**src/fifo_ctl_pkg.sv**
```systemverilog
// shared constants and types for the serial channel queue control block
package fifo_ctl_pkg;

  // ----------------------------------------------------------------
  // widths
  // ----------------------------------------------------------------
  localparam int ADDR_W  = 3;
  localparam int DATA_W  = 8;
  localparam int COUNT_W = 5;
  localparam int EVT_W   = 3;

  // ----------------------------------------------------------------
  // register addresses
  // ----------------------------------------------------------------
  localparam logic [ADDR_W-1:0] ADDR_INT_ENABLE = 3'h1;
  localparam logic [ADDR_W-1:0] ADDR_FIFO_CTRL  = 3'h2;
  localparam logic [ADDR_W-1:0] ADDR_EVT_STATUS = 3'h5;
  localparam logic [ADDR_W-1:0] ADDR_EVT_MASK   = 3'h6;
  localparam logic [ADDR_W-1:0] ADDR_RX_LEVEL   = 3'h7;

  // ----------------------------------------------------------------
  // fifo_control and interrupt enable field positions
  // ----------------------------------------------------------------
  localparam int FIFO_ENABLE_BIT        = 0;
  localparam int RX_FIFO_CLEAR_BIT      = 1;
  localparam int TX_FIFO_CLEAR_BIT      = 2;
  localparam int DMA_MODE_SELECT_BIT    = 3;
  localparam int TRIGGER_LEVEL_LOW_BIT  = 6;
  localparam int TRIGGER_LEVEL_HIGH_BIT = 7;
  localparam int RX_DATA_INT_ENABLE_BIT = 0;

  // ----------------------------------------------------------------
  // reset values, levels and counts
  // ----------------------------------------------------------------
  localparam logic [DATA_W-1:0]  FIFO_CTRL_RESET = 8'h00;
  localparam logic [COUNT_W-1:0] TRIG_LEVEL_0    = 5'h01;
  localparam logic [COUNT_W-1:0] TRIG_LEVEL_1    = 5'h04;
  localparam logic [COUNT_W-1:0] TRIG_LEVEL_2    = 5'h08;
  localparam logic [COUNT_W-1:0] TRIG_LEVEL_3    = 5'h0e;
  localparam logic [COUNT_W-1:0] QUEUE_DEPTH     = 5'h10;
  localparam logic [COUNT_W-1:0] COUNT_EMPTY     = 5'h00;
  localparam logic [2:0]         CHAR_TIMEOUT    = 3'h4;

  // ----------------------------------------------------------------
  // interrupt_ident codes and event bits
  // ----------------------------------------------------------------
  localparam logic [3:0] IDENT_NONE    = 4'h1;
  localparam logic [3:0] IDENT_RX_DATA = 4'h4;
  localparam logic [3:0] IDENT_TIMEOUT = 4'hc;
  localparam logic [1:0] IDENT_FIFO_ON = 2'h3;
  localparam int EVT_RX_TRIGGER = 0;
  localparam int EVT_TIMEOUT    = 1;
  localparam int EVT_TX_EMPTY   = 2;

  // ----------------------------------------------------------------
  // carriers
  // ----------------------------------------------------------------
  typedef struct packed {
    logic [1:0] trigger;
    logic       dma_mode;
    logic       enable;
  } fifo_ctrl_t;

  typedef struct packed {
    logic [COUNT_W-1:0] rx_count;
    logic [COUNT_W-1:0] tx_count;
    logic               rx_push;
    logic               rx_pop;
    logic               char_tick;
  } queue_state_t;

endpackage

```
**src/fifo_queue_ctrl.sv**
```systemverilog
// queue control register, dma request pins and receive interrupts
//
// Implementation choices: strobed register access and the register addresses.
`timescale 1ns/1ps
module fifo_queue_ctrl (
  input  wire logic                               core_clk,
  input  wire logic                               rst,
  input  wire logic [fifo_ctl_pkg::ADDR_W-1:0]    addr,
  input  wire logic [fifo_ctl_pkg::DATA_W-1:0]    wr_data,
  input  wire logic                               wr_en,
  input  wire logic                               rd_en,
  output logic      [fifo_ctl_pkg::DATA_W-1:0]    rd_data,
  input  wire fifo_ctl_pkg::queue_state_t         queue,
  output logic                                    fifo_enable,
  output logic                                    rx_fifo_clear,
  output logic                                    tx_fifo_clear,
  output logic                                    rx_dma_request_n,
  output logic                                    tx_dma_request_n,
  output logic                                    irq
);

  fifo_ctl_pkg::fifo_ctrl_t            ctrl_ff;
  fifo_ctl_pkg::fifo_ctrl_t            nxt_ctrl;
  logic                                ier_ff;
  logic                                nxt_ier;
  logic                                rx_clr_ff;
  logic                                nxt_rx_clr;
  logic                                tx_clr_ff;
  logic                                nxt_tx_clr;
  logic [fifo_ctl_pkg::EVT_W-1:0]      status_ff;
  logic [fifo_ctl_pkg::EVT_W-1:0]      nxt_status;
  logic [fifo_ctl_pkg::EVT_W-1:0]      mask_ff;
  logic [fifo_ctl_pkg::EVT_W-1:0]      nxt_mask;
  logic [fifo_ctl_pkg::EVT_W-1:0]      cause_ff;
  logic [fifo_ctl_pkg::EVT_W-1:0]      cause;
  logic                                irq_ff;
  logic                                nxt_irq;
  logic [fifo_ctl_pkg::DATA_W-1:0]     rd_data_ff;
  logic [fifo_ctl_pkg::DATA_W-1:0]     nxt_rd_data;
  logic                                rx_hold_ff;
  logic                                nxt_rx_hold;
  logic                                tx_hold_ff;
  logic                                nxt_tx_hold;
  logic                                rx_req_n_ff;
  logic                                nxt_rx_req_n;
  logic                                tx_req_n_ff;
  logic                                nxt_tx_req_n;
  logic                                ctrl_wr;
  logic                                mode1;
  logic                                timeout;
  logic                                rx_avail;
  logic [fifo_ctl_pkg::COUNT_W-1:0]    trig_level;
  logic [3:0]                          ident;

  // ----------------------------------------------------------------
  // decode and derived conditions
  // ----------------------------------------------------------------
  assign ctrl_wr = wr_en && addr == fifo_ctl_pkg::ADDR_FIFO_CTRL;
  assign mode1   = ctrl_ff.enable && ctrl_ff.dma_mode;

  // trigger field to byte count
  always_comb begin
    unique case (ctrl_ff.trigger)
      2'h0: trig_level = fifo_ctl_pkg::TRIG_LEVEL_0;
      2'h1: trig_level = fifo_ctl_pkg::TRIG_LEVEL_1;
      2'h2: trig_level = fifo_ctl_pkg::TRIG_LEVEL_2;
      2'h3: trig_level = fifo_ctl_pkg::TRIG_LEVEL_3;
    endcase
  end

  // character mode treats a single held byte as available
  assign rx_avail = ctrl_ff.enable ? (queue.rx_count >= trig_level)
                                   : (queue.rx_count != '0);

  rx_char_timeout u_timeout (
    .core_clk  (core_clk),
    .rst       (rst),
    .rx_count  (queue.rx_count),
    .activity  (queue.rx_push || queue.rx_pop),
    .char_tick (queue.char_tick),
    .timeout   (timeout)
  );

  // identification: timeout outranks trigger, both gated by ier_ff, timeout also by enable bit
  always_comb begin
    ident = fifo_ctl_pkg::IDENT_NONE;
    if (ier_ff && ctrl_ff.enable && timeout) begin
      ident = fifo_ctl_pkg::IDENT_TIMEOUT;
    end else if (ier_ff && rx_avail) begin
      ident = fifo_ctl_pkg::IDENT_RX_DATA;
    end
  end

  // ----------------------------------------------------------------
  // control register
  // ----------------------------------------------------------------
  // flush pulses last one cycle; the queues clear their own counters
  always_comb begin
    nxt_ctrl   = ctrl_ff;
    nxt_ier    = ier_ff;
    nxt_rx_clr = 1'b0;
    nxt_tx_clr = 1'b0;
    if (ctrl_wr) begin
      nxt_ctrl.enable = wr_data[fifo_ctl_pkg::FIFO_ENABLE_BIT];
      // bits four and five are simply dropped
      if (wr_data[fifo_ctl_pkg::FIFO_ENABLE_BIT]) begin
        nxt_ctrl.dma_mode =
          wr_data[fifo_ctl_pkg::DMA_MODE_SELECT_BIT];
        nxt_ctrl.trigger  =
          {wr_data[fifo_ctl_pkg::TRIGGER_LEVEL_HIGH_BIT],
           wr_data[fifo_ctl_pkg::TRIGGER_LEVEL_LOW_BIT]};
      end
      nxt_rx_clr = (wr_data[fifo_ctl_pkg::FIFO_ENABLE_BIT] &&
                    wr_data[fifo_ctl_pkg::RX_FIFO_CLEAR_BIT]) ||
                   (wr_data[fifo_ctl_pkg::FIFO_ENABLE_BIT] !=
                    ctrl_ff.enable);
      nxt_tx_clr = (wr_data[fifo_ctl_pkg::FIFO_ENABLE_BIT] &&
                    wr_data[fifo_ctl_pkg::TX_FIFO_CLEAR_BIT]) ||
                   (wr_data[fifo_ctl_pkg::FIFO_ENABLE_BIT] !=
                    ctrl_ff.enable);
    end
    if (wr_en && addr == fifo_ctl_pkg::ADDR_INT_ENABLE) begin
      nxt_ier = wr_data[fifo_ctl_pkg::RX_DATA_INT_ENABLE_BIT];
    end
  end

  always_ff @(posedge core_clk) begin
    if (rst) begin
      ctrl_ff   <= fifo_ctl_pkg::fifo_ctrl_t'(fifo_ctl_pkg::FIFO_CTRL_RESET);
      ier_ff    <= 1'b0;
      rx_clr_ff <= 1'b0;
      tx_clr_ff <= 1'b0;
    end else begin
      ctrl_ff   <= nxt_ctrl;
      ier_ff    <= nxt_ier;
      rx_clr_ff <= nxt_rx_clr;
      tx_clr_ff <= nxt_tx_clr;
    end
  end

  // ----------------------------------------------------------------
  // dma request pins
  // ----------------------------------------------------------------
  // mode 1 keeps hysteresis so the dma engine moves bursts
  always_comb begin
    nxt_rx_hold = rx_hold_ff;
    if (queue.rx_count == fifo_ctl_pkg::COUNT_EMPTY) begin
      nxt_rx_hold = 1'b0;
    end else if (queue.rx_count >= trig_level || timeout) begin
      nxt_rx_hold = 1'b1;
    end
    nxt_tx_hold = tx_hold_ff;
    if (queue.tx_count == fifo_ctl_pkg::COUNT_EMPTY) begin
      nxt_tx_hold = 1'b1;
    end else if (queue.tx_count == fifo_ctl_pkg::QUEUE_DEPTH) begin
      nxt_tx_hold = 1'b0;
    end
    if (mode1) begin
      nxt_rx_req_n = !nxt_rx_hold;
      nxt_tx_req_n = !nxt_tx_hold;
    end else begin
      nxt_rx_req_n = (queue.rx_count == fifo_ctl_pkg::COUNT_EMPTY);
      nxt_tx_req_n = (queue.tx_count != fifo_ctl_pkg::COUNT_EMPTY);
    end
  end

  always_ff @(posedge core_clk) begin
    if (rst) begin
      rx_hold_ff  <= 1'b0;
      tx_hold_ff  <= 1'b0;
      rx_req_n_ff <= 1'b1;
      tx_req_n_ff <= 1'b1;
    end else begin
      rx_hold_ff  <= nxt_rx_hold;
      tx_hold_ff  <= nxt_tx_hold;
      rx_req_n_ff <= nxt_rx_req_n;
      tx_req_n_ff <= nxt_tx_req_n;
    end
  end

  // ----------------------------------------------------------------
  // event status, mask and interrupt line
  // ----------------------------------------------------------------
  // rising edges only, so a standing condition does not refire
  assign cause[fifo_ctl_pkg::EVT_RX_TRIGGER] = rx_avail;
  assign cause[fifo_ctl_pkg::EVT_TIMEOUT]    = timeout;
  assign cause[fifo_ctl_pkg::EVT_TX_EMPTY]   =
    (queue.tx_count == fifo_ctl_pkg::COUNT_EMPTY);

  // set wins over a write-one clear in the same cycle
  always_comb begin
    nxt_status = status_ff;
    nxt_mask   = mask_ff;
    if (wr_en && addr == fifo_ctl_pkg::ADDR_EVT_STATUS) begin
      nxt_status = status_ff & ~wr_data[fifo_ctl_pkg::EVT_W-1:0];
    end
    if (wr_en && addr == fifo_ctl_pkg::ADDR_EVT_MASK) begin
      nxt_mask = wr_data[fifo_ctl_pkg::EVT_W-1:0];
    end
    nxt_status = nxt_status | (cause & ~cause_ff);
    nxt_irq    = |(nxt_status & nxt_mask);
  end

  always_ff @(posedge core_clk) begin
    if (rst) begin
      status_ff <= '0;
      mask_ff   <= '0;
      cause_ff  <= cause; // no false event from an idle empty queue
      irq_ff    <= 1'b0;
    end else begin
      status_ff <= nxt_status;
      mask_ff   <= nxt_mask;
      cause_ff  <= cause;
      irq_ff    <= nxt_irq;
    end
  end

  // ----------------------------------------------------------------
  // read port
  // ----------------------------------------------------------------
  // data stand one cycle only; unmapped addresses read zero
  always_comb begin
    nxt_rd_data = '0;
    if (rd_en) begin
      unique case (addr)
        fifo_ctl_pkg::ADDR_FIFO_CTRL:
          nxt_rd_data = {(ctrl_ff.enable ? fifo_ctl_pkg::IDENT_FIFO_ON
                                         : 2'h0),
                         2'h0, ident};
        fifo_ctl_pkg::ADDR_INT_ENABLE:
          nxt_rd_data = {7'h00, ier_ff};
        fifo_ctl_pkg::ADDR_EVT_STATUS:
          nxt_rd_data = {5'h00, status_ff};
        fifo_ctl_pkg::ADDR_EVT_MASK:
          nxt_rd_data = {5'h00, mask_ff};
        fifo_ctl_pkg::ADDR_RX_LEVEL:
          nxt_rd_data = {3'h0, queue.rx_count};
        default:
          nxt_rd_data = '0;
      endcase
    end
  end

  always_ff @(posedge core_clk) begin
    if (rst) begin
      rd_data_ff <= '0;
    end else begin
      rd_data_ff <= nxt_rd_data;
    end
  end

  assign rd_data          = rd_data_ff;
  assign fifo_enable      = ctrl_ff.enable;
  assign rx_fifo_clear    = rx_clr_ff;
  assign tx_fifo_clear    = tx_clr_ff;
  assign rx_dma_request_n = rx_req_n_ff;
  assign tx_dma_request_n = tx_req_n_ff;
  assign irq              = irq_ff;
endmodule

```
**src/rx_char_timeout.sv**
```systemverilog
// character timeout watch on the receive queue
`timescale 1ns/1ps
module rx_char_timeout (
  input  wire logic                               core_clk,
  input  wire logic                               rst,
  input  wire logic [fifo_ctl_pkg::COUNT_W-1:0]   rx_count,
  input  wire logic                               activity,
  input  wire logic                               char_tick,
  output logic                                    timeout
);

  logic [2:0] idle_ff;
  logic [2:0] nxt_idle;

  // ----------------------------------------------------------------
  // idle character counter
  // ----------------------------------------------------------------
  // restarts on any push or pop, saturates at the limit
  always_comb begin
    nxt_idle = idle_ff;
    if (activity || rx_count == fifo_ctl_pkg::COUNT_EMPTY) begin
      nxt_idle = '0;
    end else if (char_tick && idle_ff != fifo_ctl_pkg::CHAR_TIMEOUT) begin
      nxt_idle = idle_ff + 3'h1;
    end
  end

  always_ff @(posedge core_clk) begin
    if (rst) begin
      idle_ff <= '0;
    end else begin
      idle_ff <= nxt_idle;
    end
  end

  assign timeout = (idle_ff == fifo_ctl_pkg::CHAR_TIMEOUT);
endmodule

```
**config.mk**
```make
export PLATFORM = sky130hd
export DESIGN_NAME = fifo_queue_ctrl
export DESIGN_NICKNAME = d
export VERILOG_FILES = /design/src/fifo_ctl_pkg.sv /design/src/fifo_queue_ctrl.sv /design/src/rx_char_timeout.sv
export SDC_FILE = /design/constraint.sdc
export NUM_CORES = 1
export LEC_CHECK = 0
export ABC_AREA = 0
export ABC_CLOCK_PERIOD_IN_PS = 2500
export BUFFER_PORTS_ARGS = -buffer_cell sky130_fd_sc_hd__clkbuf_2
export CAP_MARGIN = 20
export CELL_PAD_IN_SITES_DETAIL_PLACEMENT = 0
export CELL_PAD_IN_SITES_GLOBAL_PLACEMENT = 2
export CORE_MARGIN = 5
export CORE_UTILIZATION = 30
export CTS_BUF_LIST = sky130_fd_sc_hd__clkbuf_4 sky130_fd_sc_hd__clkbuf_8
export DETAILED_ROUTE_END_ITERATION = 6
export GPL_TIMING_DRIVEN = 1
export PLACE_DENSITY_LB_ADDON = 0.1
export SLEW_MARGIN = 20
export SYNTH_ARGS = -nofsm -noshare
export SYNTH_HDL_FRONTEND = slang
export SYNTH_SLANG_ARGS = --single-unit
```
**constraint.sdc**
```tcl
create_clock -name core_clk -period 2.5 [get_ports core_clk]
set_input_delay 0.25 -clock core_clk [delete_from_list [all_inputs] [get_ports core_clk]]
set_output_delay 0.25 -clock core_clk [all_outputs]
set_load 0.005 [all_outputs]
```
==> results_dict.tcl <==
set metrics [dict create \
    die_h_um 78.1 \
    grt_pass1_wl_um 5560 \
    vias_per_cell 4.75 \
    whs_ps 168 \
    first_iter_violations 37 \
    cts_made_buffers 5 \
    reg2reg_to "irq" \
    die_w_um 78.1 \
    max_cap_violations 0 \
    io_buffers 38 \
    post_synth.cell_area_avg_um2 8.75 \
    reg2reg_depth 7 \
    netlist_top_cells_count "30 x dfxtp_1, 23 x nor2_1, 19 x nand2_1" \
    worst_slack_ps 556 \
    synth_top_area_share 0.432 \
    async_flop_share 0 \
    synth_top_area_cell "dfxtp_1" \
    die_area_um2 6100 \
    cts_sinks 30 \
    grt_pass1_vias 1211 \
    via_count 1188 \
    clk_latency_ps 280 \
    hold_viol_final 0 \
    gr-total-overflow 0 \
    finalCritPeriodShare 0.778 \
    tritoncts "built" \
    core-area_um2 4410 \
    antenna_found_initial 0 \
    drc_errors 0 \
    pin_count 42 \
    hpwlAfterDp_um 2640 \
    area_growth_pct 22.7 \
    place_ws_ps 550 \
    gp_congestion 0.763 \
    h-tree-depth 2 \
    first_pass_iters 4 \
    p_leak_nw 0.776 \
    n_antenna_cell 0 \
    postLayoutCellArea_um2 1710 \
    cp-start-kind "flop" \
    worstSetupPathType "flop to flop" \
    nNetsFinal 231 \
    finalNonFillerCells 250 \
    reg2reg_from "ctrl_ff[3]" \
    post_cts_resized 0 \
    yosysMostFrequentCell "dfxtp_1" \
    min_path_type "input port to flop" \
    report.final.slew_viol_count 0 \
    place_area_um2 1590 \
    placed_cells 242 \
    synth_ff_type "dfxtp_1" \
    ys_warn_count 0 \
    netlist_area_um2 1390 \
    power_density_nw_per_um2 629 \
    endpoint_kind "flop" \
    drt-total-wl_um 3310 \
    outcome "finished, final reports clean" \
    max_freq_ghz 0.514 \
    synth.net_count 193 \
    synth.top_cells.by_area "dfxtp_1 43%, nor2_1 6.2%, mux2i_1 5.8%" \
    endpoint "irq" \
    ys_types 42 \
    num_rows 24 \
    required_ps 2670 \
    syn-instance-count 159 \
    finalSetupViolCount 0 \
    power_mw 1.07 \
    grt_max_degree 17 \
    final_antenna_net_count 0 \
    wire_per_inst_um 13.2 \
    arrival_ps 2110 \
    fin_skew_ps 5.75 \
    hold_buffers 0 \
    grt_usage 0.115 \
    fin_setup_tns_ps 0 \
    cts_setup_buffers 0 \
    ir_drop_v 0.000294 \
    root_buffer "clkbuf_8" \
    grt_setup_unrepaired "false" \
    layout-drive-gt1-share 0.253 \
    ys_seq_area_frac 0.432 \
    start_util 0.315 \
    reg2reg_setup_slack_ps 560 \
    cp-startpoint "ctrl_ff[3]" \
    ctsLongestPathBuffers 2 \
    cp_max_fo 4 \
    utilization 0.387 \
    clkTransAtPathRegs_ps 70 \
    period_minus_slack_ps 1940 \
    synth_edf_count 0 \
    ys_seq_elements 30 \
]
-- metal layers --
layer | vias up | wire length (um) | share of wire | global-route usage
met5 | - | 0 | 0 | 0
met4 | 0 | 73 | 0.022 | 0.0608
met3 | 7 | 185 | 0.056 | 0.0355
met2 | 31 | 1580 | 0.48 | 0.183
met1 | 528 | 1470 | 0.44 | 0.138
li1 | 622 | - | - | -
-- how the worst min path moves through the flow --
stage	from	to	slack, ps	cells after the start
after detailed placement	queue[7]	cause_ff[2]	460	2
after global placement	queue[7]	cause_ff[2]	460	2
after global routing	queue[7]	cause_ff[2]	170	2
after CTS	queue[7]	cause_ff[2]	160	2
after floorplan	rst	mask_ff[2]	330	1
final	queue[7]	cause_ff[2]	170	2
-- report_power, final --
part	total [mW]	internal (mW)	switching (mW)
Combinational	0.0867	0.0381	0.0486
Clock	0.497	0.319	0.177
Sequential	0.490	0.486	0.00423
-- registers in the layout, summed over array words and instances, names as in the netlist --
name               cells
status_ff              3
rx_hold_ff             1
irq                    1
ctrl_ff                3
rd_data                6
rx_dma_request_n       1
mask_ff                3
tx_fifo_clear          1
cause_ff               3
tx_dma_request_n       1
u_timeout.idle_ff      3
fifo_enable            1
ier_ff                 1
rx_fifo_clear          1
tx_hold_ff             1
-- layout by cell type, fill, tap and decap left out, drive strengths merged, types with 2 or more instances in the layout --
cell type  count
dfxtp         30
or4            2
inv            7
and2b          2
ha             6
clkbuf        45
nand4          3
mux2           2
o21ai          3
mux2i          8
a21oi          8
nand2         19
nor3           4
a22oi          2
nand3          8
o21a           2
nor2          23
o31ai          2
nor2b          3
and3           2
-- critical path, stage by stage (launching register included) --
cell and delay (ps):
dfxtp_1 370, inv_1 60, ha_1 310, a211oi_1 260, nand2_1 120, nor3b_1 270
o31ai_1 140, a221o_1 320
-- logic make-up after synthesis --
kind of cell               count (synthesis)  share of synthesized area
DFF                                       30                      0.432
adders and majority gates                  6                     0.0540
AOI/OAI and AO/OA                         23                      0.107
and+or+nand+nor                           73                      0.261
other                                      1                    0.00270
muxes                                     10                     0.0737
buffers and inverters                     14                     0.0575
xor gates and xnor gates                   2                     0.0126
-- area by class of cell --
| class | count | area (um2) |
|---|---|---|
| Clock buffer | 7 | 83.8 |
| Clock inverter | 1 | 30.0 |
| Fill cell | 472 | 2710 |
| Inverter | 7 | 26.3 |
| Multi-Input combinational cell | 115 | 711 |
| Sequential cell | 30 | 601 |
| Tap cell | 52 | 65.1 |
| Timing Repair Buffer | 38 | 190 |
Power figures use the tool's default switching activity.
